`config.mk`:
```
export PLATFORM = sky130hd
export DESIGN_NAME = frame_sync_irq_protect_regs
export DESIGN_NICKNAME = d
export VERILOG_FILES = /design/src/rtl/frame_sync_irq_protect_regs.v
export VERILOG_INCLUDE_DIRS = /design/src /design/src/inc
export SDC_FILE = /design/constraint.sdc
export NUM_CORES = 1
export LEC_CHECK = 0
export BUFFER_PORTS_ARGS = -buffer_cell sky130_fd_sc_hd__buf_2
export CAP_MARGIN = 20
export CORE_ASPECT_RATIO = 1.4
export CORE_MARGIN = 5
export CORE_UTILIZATION = 51
export CTS_BUF_LIST = sky130_fd_sc_hd__clkbuf_2
export CTS_CLUSTER_DIAMETER = 100
export DETAILED_ROUTE_END_ITERATION = 8
export PLACE_DENSITY_LB_ADDON = 0.2
export SETUP_SLACK_MARGIN = 0.4
export SLEW_MARGIN = 0
export SYNTH_ARGS = -nofsm -noshare
export SYNTH_HDL_FRONTEND = slang
export SYNTH_SLANG_ARGS = --single-unit
```
`constraint.sdc`:
```
create_clock -name clock_in -period 1.59 [get_ports clock_in]
set_input_delay 0.318 -clock clock_in [delete_from_list [all_inputs] [get_ports clock_in]]
set_output_delay 0.318 -clock clock_in [all_outputs]
set_load 0.03 [all_outputs]
```
`src/inc/frame_sync_map.vh`:
```
// Notes on behaviour
// - Source-select 0 takes 2k/8k syncs from primary DPLL, 1 from secondary.
// - Frame-sync invert bit set inverts the 8 kHz frame-sync output.
// - Frame-sync pulse bit gives a one reference-period pulse; software keeps reference enabled.
// - Multiframe-sync invert bit set inverts the 2 kHz multiframe-sync output.
// - Multiframe pulse bit gives one reference-period pulse; software keeps reference enabled.
// - Independent bit 0 aligns all clocks on external sync; 1 realigns only syncs.
// - High-rate bit 0 samples external sync at 6.48 MHz resolution.
// - High-rate bit 1 samples external sync at the selected reference rate.
// - Two-bit phase field shifts the external sync sampling point.
// - Writing recalibrate 1 runs holdover, ramp to zero, divider reset, ramp back, leave.
// - Recalibrate bit clears itself when the sequence finishes.
// - Monitor alarm sets when external sync misaligns by code plus one cycles.
// - Auto sync accepts input only while primary DPLL locks to chosen source 1..14.
// - Output bit set turns the interrupt pin into a general-purpose output.
// - Interrupt use: open-drain 0 drives both states, 1 drives only active.
// - Output use: open-drain 1 floats pin, else pin follows polarity bit.
// - Interrupt use: polarity 0 signals low, polarity 1 signals high.
// - Output use with pin driven: pin level equals polarity bit.
// - Code 85h allows all writes; non-unlock codes block writes except protection.
// - Code 86h allows one other write, then protection becomes 00h.
// - Interface-select pins latch at reset; later changes show only in pin status.
// - Latched code selects parallel style, multiplexing, or SPI bit order.
`ifndef FRAME_SYNC_MAP_VH
`define FRAME_SYNC_MAP_VH
`define ADDR_FS_OUT 8'h7A
`define ADDR_FS_ALIGN 8'h7B
`define ADDR_MON_PHASE_OFFSET_RECALIBRATE 8'h7C
`define ADDR_IRQ_PIN 8'h7D
`define ADDR_PROTECT 8'h7E
`define ADDR_IF_SEL 8'h7F
`define MASK_FS_OUT 8'h8F
`define MASK_FS_ALIGN 8'hC3
`define MASK_MON_PHASE_OFFSET_RECALIBRATE 8'hFF
`define MASK_IRQ_PIN 8'h07
`define RST_FS_OUT 8'h00
`define RST_FS_ALIGN 8'h00
`define RST_MON_PHASE_OFFSET_RECALIBRATE 8'h2B
`define RST_IRQ_PIN 8'h00
`define RST_PROTECT 8'h85
`define WRITE_PROTECTION_FULL 8'h85
`define WRITE_PROTECTION_SINGLE 8'h86
`define WRITE_PROTECTION_LOCKED 8'h00
`define BIT_SRC_SEL 7
`define BIT_FS_INV 3
`define BIT_FS_PUL 2
`define BIT_MF_INV 1
`define BIT_MF_PUL 0
`define BIT_INDEPENDENT_SYNC_ALIGN 7
`define BIT_HIGH_RATE 6
`define BIT_PHASE_OFFSET_RECALIBRATE 7
`define BIT_GPO 2
`define BIT_OD 1
`define BIT_POL 0
`define SRC_FIRST 4'h1
`define SRC_LAST 4'hE
`define RAMP_STEPS 8'h10
`endif

```
`src/rtl/frame_sync_irq_protect_regs.v`:
```
`timescale 1ns/1ps
`default_nettype none
`include "frame_sync_map.vh"
module frame_sync_irq_protect_regs
(
  input wire clock_in,
  input wire sys_rst_in,
  input wire wr_en_in,
  input wire rd_en_in,
  input wire [7:0] addr_in,
  input wire [7:0] wr_data_in,
  output reg [7:0] rd_data_out,
  output wire write_allowed_out,
  input wire [2:0] host_interface_mode_pins_in,
  output reg [2:0] interface_pin_status_out,
  output wire [2:0] host_interface_mode_out,
  output wire bus_parallel_out,
  output wire bus_alt_style_out,
  output wire bus_multiplexed_out,
  output wire bus_spi_out,
  output wire spi_msb_first_out,
  input wire primary_frame_sync_in,
  input wire primary_multiframe_sync_in,
  input wire secondary_frame_sync_in,
  input wire secondary_multiframe_sync_in,
  input wire reference_tick_in,
  input wire sampling_tick_in,
  input wire external_sync_input_in,
  output reg frame_sync_output_out,
  output reg multiframe_sync_output_out,
  output reg gen_frame_sync_out,
  output reg gen_multiframe_sync_out,
  output wire independent_sync_align_out,
  output wire high_rate_sync_sampling_out,
  output wire [1:0] sync_sample_phase_out,
  output reg sync_align_strobe_out,
  input wire auto_external_sync_enable_in,
  input wire primary_dpll_locked_in,
  input wire [3:0] primary_dpll_input_in,
  output reg frame_sync_monitor_alarm_out,
  output reg mini_holdover_out,
  output reg offset_ramp_zero_out,
  output reg divider_reset_out,
  output reg offset_ramp_restore_out,
  input wire offset_ramp_done_in,
  input wire irq_active_in,
  output reg interrupt_request_pin_out,
  output reg interrupt_request_pin_oe_out
);

////////////////////////////////////////////////////////////////////////////////
reg [7:0] fs_out_q;
reg [7:0] fs_align_q;
reg [7:0] mon_phase_offset_recalibrate_q;
reg [7:0] irq_pin_q;
reg [7:0] protect_q;
reg [2:0] if_sel_q;
reg [2:0] pins_meta_q;
reg [2:0] pins_sync_q;
reg ext_meta_q;
reg ext_sync_q;
reg ext_prev_q;
reg phase_offset_recalibrate_done_q;
reg [4:0] phase_offset_recalibrate_state_q;
reg [4:0] phase_offset_recalibrate_state_d;
reg [7:0] mon_cnt_q;
reg mf_prev_q;
reg fs_raw_prev_q;
reg mf_raw_prev_q;
reg fs_pulse_q;
reg mf_pulse_q;

localparam [4:0] RC_IDLE = 5'h01;
localparam [4:0] RC_HOLD = 5'h02;
localparam [4:0] RC_ZERO = 5'h04;
localparam [4:0] RC_DIV = 5'h08;
localparam [4:0] RC_BACK = 5'h10;

function [7:0] masked_read;
  input [7:0] value;
  input [7:0] mask;
  begin
    masked_read = value & mask;
  end
endfunction

////////////////////////////////////////////////////////////////////////////////
// Write protection gate.
wire write_protection_full = (protect_q == `WRITE_PROTECTION_FULL);
wire write_protection_single = (protect_q == `WRITE_PROTECTION_SINGLE);
wire other_addr = (addr_in >= `ADDR_FS_OUT) && (addr_in <= `ADDR_IRQ_PIN);
assign write_allowed_out = write_protection_full | write_protection_single;
wire wr_other = wr_en_in & write_allowed_out & other_addr;
wire wr_write_protection = wr_en_in & (addr_in == `ADDR_PROTECT);
wire phase_offset_recalibrate_start = wr_other && (addr_in == `ADDR_MON_PHASE_OFFSET_RECALIBRATE) && wr_data_in[`BIT_PHASE_OFFSET_RECALIBRATE];

always @(posedge clock_in)
begin
  if (sys_rst_in)
  begin
    protect_q <= `RST_PROTECT;
  end
  else if (wr_write_protection)
  begin
    protect_q <= wr_data_in;
  end
  else if (wr_en_in && write_protection_single && other_addr)
  begin
    protect_q <= `WRITE_PROTECTION_LOCKED;
  end
end

always @(posedge clock_in)
begin
  if (sys_rst_in)
  begin
    fs_out_q <= `RST_FS_OUT;
    fs_align_q <= `RST_FS_ALIGN;
    irq_pin_q <= `RST_IRQ_PIN;
  end
  else if (wr_other)
  begin
    if (addr_in == `ADDR_FS_OUT)
      fs_out_q <= wr_data_in & `MASK_FS_OUT;
    if (addr_in == `ADDR_FS_ALIGN)
      fs_align_q <= wr_data_in & `MASK_FS_ALIGN;
    if (addr_in == `ADDR_IRQ_PIN)
      irq_pin_q <= wr_data_in & `MASK_IRQ_PIN;
  end
end

// The recalibrate bit is held by the sequencer; a register write wins over the completion clear.
always @(posedge clock_in)
begin
  if (sys_rst_in)
  begin
    mon_phase_offset_recalibrate_q <= `RST_MON_PHASE_OFFSET_RECALIBRATE;
  end
  else
  begin
    if (wr_other && (addr_in == `ADDR_MON_PHASE_OFFSET_RECALIBRATE))
      mon_phase_offset_recalibrate_q <= wr_data_in | {phase_offset_recalibrate_state_q != RC_IDLE, 7'h00};
    else if (phase_offset_recalibrate_done_q)
      mon_phase_offset_recalibrate_q[`BIT_PHASE_OFFSET_RECALIBRATE] <= 1'b0;
  end
end

////////////////////////////////////////////////////////////////////////////////
// Interface-select strap: captured while reset is held, clocked, never async.
always @(posedge clock_in)
begin
  pins_meta_q <= host_interface_mode_pins_in;
  pins_sync_q <= pins_meta_q;
  interface_pin_status_out <= pins_sync_q;
  if (sys_rst_in)
    if_sel_q <= pins_sync_q;
end

assign host_interface_mode_out = if_sel_q;
// Codes 000 and 001 select nothing; all decoded outputs then stay low.
assign bus_parallel_out = (if_sel_q[2:1] == 2'b01) || (if_sel_q == 3'b110)
  || (if_sel_q == 3'b100);
assign bus_alt_style_out = (if_sel_q == 3'b110) || (if_sel_q == 3'b100);
assign bus_multiplexed_out = (if_sel_q == 3'b010) || (if_sel_q == 3'b110);
assign bus_spi_out = (if_sel_q == 3'b101) || (if_sel_q == 3'b111);
assign spi_msb_first_out = (if_sel_q == 3'b111);

////////////////////////////////////////////////////////////////////////////////
// Read mux.
always @(posedge clock_in)
begin
  if (sys_rst_in)
    rd_data_out <= 8'h00;
  else if (rd_en_in)
  begin
    case (addr_in)
      `ADDR_FS_OUT: rd_data_out <= masked_read(fs_out_q, `MASK_FS_OUT);
      `ADDR_FS_ALIGN: rd_data_out <= masked_read(fs_align_q, `MASK_FS_ALIGN);
      `ADDR_MON_PHASE_OFFSET_RECALIBRATE: rd_data_out <= masked_read(mon_phase_offset_recalibrate_q, `MASK_MON_PHASE_OFFSET_RECALIBRATE);
      `ADDR_IRQ_PIN: rd_data_out <= masked_read(irq_pin_q, `MASK_IRQ_PIN);
      `ADDR_PROTECT: rd_data_out <= protect_q;
      `ADDR_IF_SEL: rd_data_out <= {5'h00, if_sel_q};
      default: rd_data_out <= 8'h00;
    endcase
  end
end

////////////////////////////////////////////////////////////////////////////////
// Sync outputs. The general outputs take the chosen DPLL's raw syncs.
wire src_sec = fs_out_q[`BIT_SRC_SEL];
wire fs_raw = src_sec ? secondary_frame_sync_in : primary_frame_sync_in;
wire mf_raw = src_sec ? secondary_multiframe_sync_in : primary_multiframe_sync_in;

// Pulse mode starts on the raw rising edge and lasts one reference tick;
// with the reference stopped the pulse would never end, hence the software duty.
always @(posedge clock_in)
begin
  if (sys_rst_in)
  begin
    fs_raw_prev_q <= 1'b0;
    mf_raw_prev_q <= 1'b0;
    fs_pulse_q <= 1'b0;
    mf_pulse_q <= 1'b0;
    gen_frame_sync_out <= 1'b0;
    gen_multiframe_sync_out <= 1'b0;
    frame_sync_output_out <= 1'b0;
    multiframe_sync_output_out <= 1'b0;
  end
  else
  begin
    fs_raw_prev_q <= fs_raw;
    mf_raw_prev_q <= mf_raw;
    gen_frame_sync_out <= fs_raw;
    gen_multiframe_sync_out <= mf_raw;
    if (fs_raw && !fs_raw_prev_q)
      fs_pulse_q <= 1'b1;
    else if (reference_tick_in)
      fs_pulse_q <= 1'b0;
    if (mf_raw && !mf_raw_prev_q)
      mf_pulse_q <= 1'b1;
    else if (reference_tick_in)
      mf_pulse_q <= 1'b0;
    frame_sync_output_out <= (fs_out_q[`BIT_FS_PUL] ? fs_pulse_q : fs_raw)
      ^ fs_out_q[`BIT_FS_INV];
    multiframe_sync_output_out <= (fs_out_q[`BIT_MF_PUL] ? mf_pulse_q : mf_raw)
      ^ fs_out_q[`BIT_MF_INV];
  end
end

////////////////////////////////////////////////////////////////////////////////
// External sync sampling and monitor. The sampling tick comes from the
// reference divider at 6.48 MHz or at the reference rate; phase is passed on.
assign independent_sync_align_out = fs_align_q[`BIT_INDEPENDENT_SYNC_ALIGN];
assign high_rate_sync_sampling_out = fs_align_q[`BIT_HIGH_RATE];
assign sync_sample_phase_out = fs_align_q[1:0];

wire src_valid = (mon_phase_offset_recalibrate_q[3:0] >= `SRC_FIRST) && (mon_phase_offset_recalibrate_q[3:0] <= `SRC_LAST);
wire ext_accept = !auto_external_sync_enable_in || (primary_dpll_locked_in
  && src_valid && (primary_dpll_input_in == mon_phase_offset_recalibrate_q[3:0]));
wire [7:0] mon_limit = {5'h00, mon_phase_offset_recalibrate_q[6:4]} + 8'h01;

always @(posedge clock_in)
begin
  ext_meta_q <= external_sync_input_in;
  ext_sync_q <= ext_meta_q;
  if (sys_rst_in)
  begin
    ext_prev_q <= 1'b0;
    mf_prev_q <= 1'b0;
    mon_cnt_q <= 8'h00;
    sync_align_strobe_out <= 1'b0;
    frame_sync_monitor_alarm_out <= 1'b0;
  end
  else
  begin
    sync_align_strobe_out <= 1'b0;
    if (sampling_tick_in)
    begin
      ext_prev_q <= ext_sync_q;
      mf_prev_q <= mf_raw;
      if (mf_raw && !mf_prev_q)
        mon_cnt_q <= 8'h00;
      else if (mon_cnt_q != 8'hFF)
        mon_cnt_q <= mon_cnt_q + 8'h01;
      if (ext_accept && !ext_sync_q && ext_prev_q)
      begin
        sync_align_strobe_out <= 1'b1;
        // Distance since the last multiframe edge, in sampling ticks, saturating at FFh.
        frame_sync_monitor_alarm_out <= (mon_cnt_q >= mon_limit);
      end
    end
  end
end

////////////////////////////////////////////////////////////////////////////////
// Recalibration sequencer.
always @*
begin
  phase_offset_recalibrate_state_d = phase_offset_recalibrate_state_q;
  case (phase_offset_recalibrate_state_q)
    RC_IDLE: if (phase_offset_recalibrate_start) phase_offset_recalibrate_state_d = RC_HOLD;
    RC_HOLD: phase_offset_recalibrate_state_d = RC_ZERO;
    RC_ZERO: if (offset_ramp_done_in) phase_offset_recalibrate_state_d = RC_DIV;
    RC_DIV: phase_offset_recalibrate_state_d = RC_BACK;
    RC_BACK: if (offset_ramp_done_in) phase_offset_recalibrate_state_d = RC_IDLE;
    default: phase_offset_recalibrate_state_d = RC_IDLE;
  endcase
end

always @(posedge clock_in)
begin
  if (sys_rst_in)
  begin
    phase_offset_recalibrate_state_q <= RC_IDLE;
    phase_offset_recalibrate_done_q <= 1'b0;
    mini_holdover_out <= 1'b0;
    offset_ramp_zero_out <= 1'b0;
    divider_reset_out <= 1'b0;
    offset_ramp_restore_out <= 1'b0;
  end
  else
  begin
    phase_offset_recalibrate_state_q <= phase_offset_recalibrate_state_d;
    phase_offset_recalibrate_done_q <= (phase_offset_recalibrate_state_q == RC_BACK) && (phase_offset_recalibrate_state_d == RC_IDLE);
    mini_holdover_out <= (phase_offset_recalibrate_state_d != RC_IDLE);
    offset_ramp_zero_out <= (phase_offset_recalibrate_state_d == RC_ZERO);
    divider_reset_out <= (phase_offset_recalibrate_state_d == RC_DIV);
    offset_ramp_restore_out <= (phase_offset_recalibrate_state_d == RC_BACK);
  end
end

////////////////////////////////////////////////////////////////////////////////
// Interrupt pin drive.
wire irq_pin_as_output = irq_pin_q[`BIT_GPO];
wire od = irq_pin_q[`BIT_OD];
wire irq_pin_polarity = irq_pin_q[`BIT_POL];

always @(posedge clock_in)
begin
  if (sys_rst_in)
  begin
    interrupt_request_pin_out <= 1'b1;
    interrupt_request_pin_oe_out <= 1'b1;
  end
  else if (irq_pin_as_output)
  begin
    interrupt_request_pin_out <= irq_pin_polarity;
    interrupt_request_pin_oe_out <= !od;
  end
  else
  begin
    interrupt_request_pin_out <= irq_active_in ? irq_pin_polarity : !irq_pin_polarity;
    interrupt_request_pin_oe_out <= !od || irq_active_in;
  end
end

endmodule
`default_nettype wire

```
# Yosys cells after proc, flatten, opt, wreduce, memory -nomap -nowiden
# Cells that the tools add are included.
# word_totals
ff_bits,80
inputBits,38
out_inout_bits,36
word_cells,135
# op_classes
n_addsub,2
order_cmp,5
eq_ne,27
n_mux,22
bitwise_logic,8
n_reduce_logical,39
# ops
op,n
$eq A8 B7 Y1 const B,6
$pmux W8 S6,1
$mux W8,4
$pmux W5 S5,1
$eq A8 B8 Y1 const B,2
$mux W5,3
$logic_and A1 B1 Y1,14
$mux W1,13
$eq A3 B3 Y1 const B,4
$eq A5 B1 Y1 const B,2
$eq A5 B3 Y1 const B,2
$eq A5 B4 Y1 const B,2
$eq A5 B5 Y1 const B,2
$ne A5 B1 Y1 const B,2
$reduce_and A2 Y1,5
$reduce_bool A2 Y1,5
$add A8 B1 Y8 const B,1
$ge A8 B4 Y1,1
$ge A8 B7 Y1 const B,1
$le A8 B7 Y1 const B,1
$ne A8 B8 Y1 const B,1
$or A8 B8 Y8,1
$logic_not A1 Y1,7
$logic_or A1 B1 Y1,7
12 further kinds,15

# Longest topological paths before layout
# Gate-level depths: netlist (run 1).
# logic_depth
ltp_word,10
depth_mapped,6
mapped_depth_nobuf,6

# Worst setup path before layout (run 1)
# OpenSTA, ideal clock, no wires.
# synth_timing
kind,register to output
startpoint,"reg if_sel_q[0], in the netlist host_interface_mode_out[0]"
endpoint,out bus_parallel_out
arrival_time_ns,1.348
required_time_ns,1.272
slack_ns,-0.076
stages_incl_launch_ff,3
n_path_buf,0
cell_sequence,edfxtp_1 > and2_1 > nor2_1
# synth_via
elab_chain_cells,3
elab_cells_between_ends,4
cone_classes,eq/ne: 2; reduce/logical: 2
# synth_rtl
item,line_no,rtl
from (decl),frame_sync_irq_protect_regs.v:57,reg [2:0] if_sel_q;
from (signal assigned),frame_sync_irq_protect_regs.v:156,if_sel_q <= pins_sync_q;
$eq A3 B3 Y1,frame_sync_irq_protect_regs.v:161,assign bus_parallel_out = (if_sel_q[2:1] == 2'b01) || (if_sel_q == 3'b110)
$logic_or A1 B1 Y1,frame_sync_irq_protect_regs.v:161,
$logic_or A1 B1 Y1 *,frame_sync_irq_protect_regs.v:162,|| (if_sel_q == 3'b100);
to (decl),frame_sync_irq_protect_regs.v:17,"output wire bus_parallel_out,"
# Every way passes the cells marked *; elsewhere a longest branch is shown, timed or not.

# Worst setup path after layout (run 1)
# layout_timing
startpoint,reg protect_q[3]
endpoint,reg fs_out_q[0]
# layout_via
elab_chain_cells,5
elab_cells_between_ends,6
cone_classes,eq/ne: 2; bitwise: 3; reduce/logical: 1
# layout_rtl
item,line_no,rtl
from (decl),frame_sync_irq_protect_regs.v:56,reg [7:0] protect_q;
from (signal assigned),frame_sync_irq_protect_regs.v:101,protect_q <= `RST_PROTECT;
from (signal assigned),frame_sync_irq_protect_regs.v:105,protect_q <= wr_data_in;
from (signal assigned),frame_sync_irq_protect_regs.v:109,protect_q <= `WRITE_PROTECTION_LOCKED;
$eq A8 B8 Y1 (no line),-,
$or A1 B1 Y1 *,frame_sync_irq_protect_regs.v:92,assign write_allowed_out = write_protection_full | write_protection_single;
$and A1 B1 Y1 * (2 in series),frame_sync_irq_protect_regs.v:93,wire wr_other = wr_en_in & write_allowed_out & other_addr;
$reduce_and A2 Y1 (no line) *,-,
to (signal assigned),frame_sync_irq_protect_regs.v:117,fs_out_q <= `RST_FS_OUT;
to (signal assigned),frame_sync_irq_protect_regs.v:124,fs_out_q <= wr_data_in & `MASK_FS_OUT;
to (decl),frame_sync_irq_protect_regs.v:52,reg [7:0] fs_out_q;
# Marked as above.
# A chain may end at the register's enable or synchronous reset.

==> flow_summary.toml, run 1 <==
[run_status]
outcome = "finished with violations"
violations = "negative setup slack"

[sta]
fmax_mhz = 506.8
setup_viol = 29
fin_hold_ws_ps = 39.55
setup_ws_ps = -383.4
period_needed_ps = 1973
rsz0062_at_grt = "true"
maxSlewHeadroom_pct = 73.25
slew_viol_final = 0
setup_tns_ps = -4359
tightest_slew_ps = 400.0
timing.final.crit_share_pct = 124.1
skew_ps = 26.50
hold_viol = 0

[logic_synthesis]
ys_top_cells_by_area = "dfxtp_1 (43%), mux2i_1 (4.4%), nand2_1 (3.2%)"
ys_seq_elements = 80
synth_area_sq_um = 3626
synth-edff-count = 3
synth_ff_type = "dfxtp_1"
synth.most_common_cell = "dfxtp_1"
yosysTopAreaCell = "dfxtp_1"
synth_top_area_share_pct = 42.51
avgSynthCellArea_sq_um = 9.274
ys_top_cells_by_count = "dfxtp_1 (77), nand2_1 (31), nor2_1 (30)"
syn_inst = 391
seq_area_frac_synth_pct = 45.00
synthArstFlopShare_pct = 0
syn_nets = 435
yosysWarnings = 0
ys_types = 62

[global_routing]
antenna_found_initial = 0
use_met3_pct = 5.492
gr-usage-all-layers_pct = 27.93
grt_pass1_vias = 3792
grt_max_degree = 22
grt_util_met2_pct = 51.46
top_usage_layer = "met2"
grt_overflow_total = 0
grt_pass1_wl_microns = 18580
grt_util_met1_pct = 28.08

[floorplanning]
die_y_microns = 109.8
ios = 74
start_util_pct = 52.27
die_area_sq_um = 8920
die_w_microns = 81.26
rows = 36
core_sq_um = 6937

[clocking]
insertion_delay_ps = 530
cts_tree = "done"
cts-root-buf = "clkbuf_2"
cts_sinks = 80
numCtsBuffers = 9
cts-htree-levels = 3
clk_pin_slew_ps = 220
clk_path_buf_depth = 2

[setup_path]
slowest_stage = "or4_4"
cp-end-kind = "register"
arrival_ps = 2450
cp.required_ps = 2070
critical_path_class = "register to register"
critPathMaxStageDelay_ps = 550
cp_cell_sequence = "nor4b_4 -> nand3_2 -> buf_4 -> buf_6 -> or4_4 -> mux2i_1"
cp-start-kind = "register"
crit_path_max_fanout = 5

[pwr]
leakage_nw = 2.351
ir_drop_uv = 596.9
totalPowerFinal_w = 0.003824
powerDensity_nw_per_um2 = 677.1

[layout]
n_fill_cell = 464
final_nets = 586
final_util_pct = 81.42
n_antenna_cell = 0
area_delta_synth_final_pct = 55.76
drive_above_1_share_pct = 53.48

[route]
drc = 0
detail-route-antenna-nets = 0
vias = 3730
wl_per_cell_microns = 18.90
drt_iter0_markers = 216
drt_pass1_iterations = 5
wirelength_microns = 12120
vias_per_cell = 5.819

[place]
gp_congestion = 0.9053
place_ws_ps = -90.92
port_buffers = 73
dpl.hpwl_microns = 7967

[min_path]
worstHoldPathType = "input pin to register"

[flow_run]
maxCapViolCount = 0
-- final timing paths --
path                                                             to  depth (start not counted)                 startpoint  slack, ps
worst max-delay path                       fs_out_q[0]$_SDFFE_PP0P_                          6  protect_q[3]$_SDFFE_PP0P_       -380
worst max register to register             fs_out_q[0]$_SDFFE_PP0P_                          6  protect_q[3]$_SDFFE_PP0P_       -380
worst min-delay path                      protect_q[4]$_SDFFE_PP0P_                          3              wr_data_in[4]         40
worst min register to register  interface_pin_status_out[2]$_DFF_P_                          0     pins_sync_q[2]$_DFF_P_        320
-- per-layer routing --
layer  wire length [microns]  vias to the layer above
met2                    6776                      130
met5                       0                        -
li1                        -                     1739
met4                     708                        0
met3                     488                       61
met1                    4145                     1800
-- worst max-delay path, delay by kind of cell (launching register included) --
kind	cells	cell delay [ps]
DFF	1	390
buffers and inverters	2	280
and+or+nand+nor	3	1050
muxes	1	200
-- logic make-up after synthesis --
group | after synthesis | synth area share, %
compound gates | 84 | 15.42
simple gates | 146 | 22.50
xor+xnor | 7 | 1.691
buf+inv | 42 | 4.865
flops | 80 | 45.00
mux | 26 | 8.454
fa+ha+maj | 6 | 2.070
-- power breakdown --
| group | total, W | internal [W] | leakage [nW] | switching [W] |
|---|---|---|---|---|
| clock | 0.00121 | 0.000506 | 0.0754 | 0.000705 |
| combinational | 0.000547 | 0.000265 | 1.60 | 0.000282 |
| sequential | 0.00207 | 0.00204 | 0.675 | 0.0000239 |
-- final cells by class --
| type | count | area, sq um | area share [%] |
|---|---|---|---|
| Multi-Input combinational cell | 269 | 2227 | 39.43 |
| Sequential cell | 80 | 1717 | 30.39 |
| Timing Repair Buffer | 159 | 1361 | 24.10 |
| Tap cell | 95 | 118.9 | 2.105 |
| Inverter | 23 | 93.84 | 1.661 |
| Clock inverter | 6 | 85.08 | 1.506 |
| Clock buffer | 9 | 45.04 | 0.7975 |
-- cells in the final DEF, fill, tap and decap left out, drive strengths merged, types with 4 or more instances in the layout --
cell type / count
a21oi: 21
nand2: 31
a31o: 4
nand4: 16
a211oi: 7
nor4b: 4
clkbuf: 9
inv: 23
mux2: 7
nor4: 4
nor3: 4
and3: 6
o21ai: 23
ha: 6
mux2i: 16
nor2b: 10
nor2: 30
buf: 152
a22oi: 5
xnor2: 6
nand3: 16
dfxtp: 77
dlygate4sd3: 7
or3: 4
-- what timing repair did --
action / CTS / global route
gates resized for setup: 182 / 39
endpoints found under the hold margin: 7 / 0
setup endpoints to repair: 79 / 81
hold buffers: 7 / 0
setup buffers: 23 / 16
pin swaps: 30 / 19
-- metrics by stage --
step	cell area (sq um)	std cells
floorplan	3786	391
global placement	4431	580
detailed placement	4431	580
CTS	5351	625
global route	5648	641
finish	5648	641
-- flip-flops by register name, indices dropped and copies added, names as in the netlist, 3 cells and up --
signal	cells
mon_phase_offset_recalibrate_q	8
rd_data_out	8
fs_out_q	5
irq_pin_q	3
phase_offset_recalibrate_state_q	5
fs_align_q	4
pins_sync_q	3
host_interface_mode_out	3
pins_meta_q	3
interface_pin_status_out	3
protect_q	8
mon_cnt_q	8
Note: power is estimated with default switching activity, not from simulation.
==> run 2: changes to the inputs <==
- CELL_PAD_IN_SITES_DETAIL_PLACEMENT: default -> 0
- CELL_PAD_IN_SITES_GLOBAL_PLACEMENT: default -> 1
- CORE_UTILIZATION: 51 -> 39
==> run 2 against run 1 <==
- the run still ends with negative setup slack left
- core utilization shrank 18 points
- total power shrank 4.5%
- clock power shrank 14%
- sequential share of layout area shrank 0.54 points
- flip-flop and latch count is the same
- cell count grew 3.3%
- critical path type unchanged
- largest cell class unchanged
==> flow_summary.toml, run 2 (same netlist as run 1, synthesis figures left out) <==
[place]
port_buffers = 73
dpl.hpwl_microns = 8124
gp_congestion = 0.8766
place_ws_ps = -84.41
dp.cells = 592

[route]
vias_per_cell = 5.411
drc = 0
drt_iter0_markers = 151
wl_per_cell_microns = 17.55
detail-route-antenna-nets = 0
drt_pass1_iterations = 4
vias = 3582
wirelength_microns = 11620

[setup_path]
arrival_ps = 2360
critPathMaxStageDelay_ps = 500
regToRegSetupSlack_ps = -350
r2r-start = "protect_q[3]$_SDFFE_PP0P_"
cp-start-kind = "register"
worst-r2r-cell-count = 7
critical_path_class = "register to register"
path_common_cell = "buf_6"
slowest_stage = "or4_4"
cp.required_ps = 2010
worst_r2r_endpoint = "fs_out_q[0]$_SDFFE_PP0P_"
crit_path_max_fanout = 5
cp_cell_sequence = "nor4b_4 -> nand3_2 -> buf_6 -> buf_6 -> buf_6 -> or4_4 -> mux2i_1"
cp-end-kind = "register"
cp.buffers_inverters = 3
crit_family = "simple AND/OR/NAND/NOR gates"

[layout]
drive_above_1_share_pct = 55.86
mostFrequentLayoutCells = "buf_6 (61), buf_4 (58), dfxtp_2 (37), buf_2 (37), nand2_1 (31)"
n_antenna_cell = 0
stdcell_count = 662
area_delta_synth_final_pct = 58.49
n_fill_cell = 785
final_util_pct = 63.29
final_nets = 594
final_common_cell = "buf_6"

[pwr]
powerDensity_nw_per_um2 = 635.3
leakage_nw = 2.398
p_switching_w = 0.0009837
seqPwrFrac_pct = 56.6
clkPwrFrac_pct = 28.6
pwr-share-comb_pct = 14.7
ir_drop_uv = 535.3
p_int_w = 0.002667
power_switching_share_pct = 26.94

[clocking]
clk_path_buf_depth = 2
cts-root-buf = "clkbuf_2"
clk_pin_slew_ps = 210
cts_sinks = 80
numCtsBuffers = 9
insertion_delay_ps = 530
cts-htree-levels = 3
cts_tree = "done"

[global_routing]
antenna_found_initial = 0
grt_overflow_total = 0
grt_pass1_wl_microns = 18010
grt_pass1_vias = 3533
gr-usage-all-layers_pct = 20.44
grt_max_degree = 28

[sta]
rsz0062_at_grt = "true"
maxSlewHeadroom_pct = 70.30
fmax_mhz = 514.2
skew_ps = 25.05
period_needed_ps = 1945
setup_ws_ps = -354.7
tightest_slew_ps = 445.0
setup_viol = 29
timing.final.crit_share_pct = 122.3
slew_viol_final = 0
hold_viol = 0

[floorplanning]
ios = 74
die_y_microns = 124.1
start_util_pct = 39.93
die_w_microns = 91.49
die_area_sq_um = 11350
rows = 41
core_sq_um = 9080

[min_path]
min_from = "secondary_frame_sync_in"
holdPathStages = 3
hold_end = "fs_raw_prev_q$_SDFF_PP0_"
worstHoldPathType = "input pin to register"

[flow_run]
maxCapViolCount = 0

[run_status]
violations = "negative setup slack"
outcome = "finished with violations"
## run 2: cell count changes in the layout (fill, tap and decap cells not counted), moves of 2 or more
cell      before  now
nor2_1        28   25
o21ai_2        8   12
a21oi_1       18   14
buf_6         58   61
clkbuf_2       9   11
a21oi_2        2    6
o21ai_1       13    9
buf_4         55   58
dfxtp_2       35   37
nor2_2         1    3
## run 2: final cells by class
type | instances | area (sq um) | area share [%]
Clock buffer | 11 | 55.05 | 0.9580
Clock inverter | 5 | 47.55 | 0.8273
Inverter | 23 | 91.34 | 1.589
Multi-Input combinational cell | 269 | 2256 | 39.26
Sequential cell | 80 | 1715 | 29.85
Tap cell | 107 | 133.9 | 2.330
Timing Repair Buffer | 167 | 1448 | 25.19
## run 2: worst register-to-register path: cells and delay by family (launching register included)
kind | cells | cell delay, ps
buf+inv | 3 | 360
flops | 1 | 380
mux | 1 | 150
simple gates | 3 | 970
## run 2: routing by layer
| metal | up-vias | global-route usage, % | wire, microns |
|---|---|---|---|
| li1 | 1757 | - | - |
| met1 | 1722 | 21.78 | 4401 |
| met2 | 78 | 38.59 | 6420 |
| met3 | 25 | 4.230 | 424 |
| met4 | 0 | 9.151 | 374 |
| met5 | - | 0 | 0 |
## run 2: worst max path at each step
| stage | slack (ps) | endpoint | depth (start not counted) | start |
|---|---|---|---|---|
| after floorplan | -6 | fs_out_q[1]$_SDFFE_PP0P_ | 6 | addr_in[7] |
| after global placement | -80 | fs_out_q[1]$_SDFFE_PP0P_ | 5 | addr_in[1] |
| after detailed placement | -80 | mon_phase_offset_recalibrate_q[2]$_SDFFE_PP0P_ | 7 | addr_in[7] |
| after CTS | -340 | write_allowed_out | 4 | protect_q[3]$_SDFFE_PP0P_ |
| after global routing | -420 | write_allowed_out | 4 | protect_q[4]$_SDFFE_PP0P_ |
| final | -350 | fs_out_q[0]$_SDFFE_PP0P_ | 7 | protect_q[3]$_SDFFE_PP0P_ |
## run 2: power by group through the flow
| stage | clock, W | sequential [W] | combinational, W |
|---|---|---|---|
| after floorplan | 0 | 0.00215 | 0.000189 |
| after global placement | 0 | 0.00212 | 0.000395 |
| after detailed placement | 0 | 0.00212 | 0.000398 |
| after CTS | 0.00109 | 0.00207 | 0.000501 |
| after global routing | 0.00118 | 0.00208 | 0.000579 |
| final | 0.00104 | 0.00207 | 0.000538 |
## run 2: timing repair
action | CTS | global route
resized for setup | 186 | 48
hold buffers | 8 | 0
hold endpoints to repair | 9 | 0
setup buffers | 26 | 19
pin swaps | 32 | 31
gates cloned | 0 | 1
endpoints found under the setup margin | 80 | 82
## run 2: through the flow
stage	total power (W)	hold WS [ps]	TNS [ps]	area (sq um)
floorplan	0.002337	309.6	-20.83	3786
global placement	0.002515	311.3	-670.9	4446
detailed placement	0.002519	314.7	-1038	4446
CTS	0.003660	2.207	-3629	5371
global route	0.003830	6.022	-7141	5747
finish	0.003651	51.83	-4482	5747
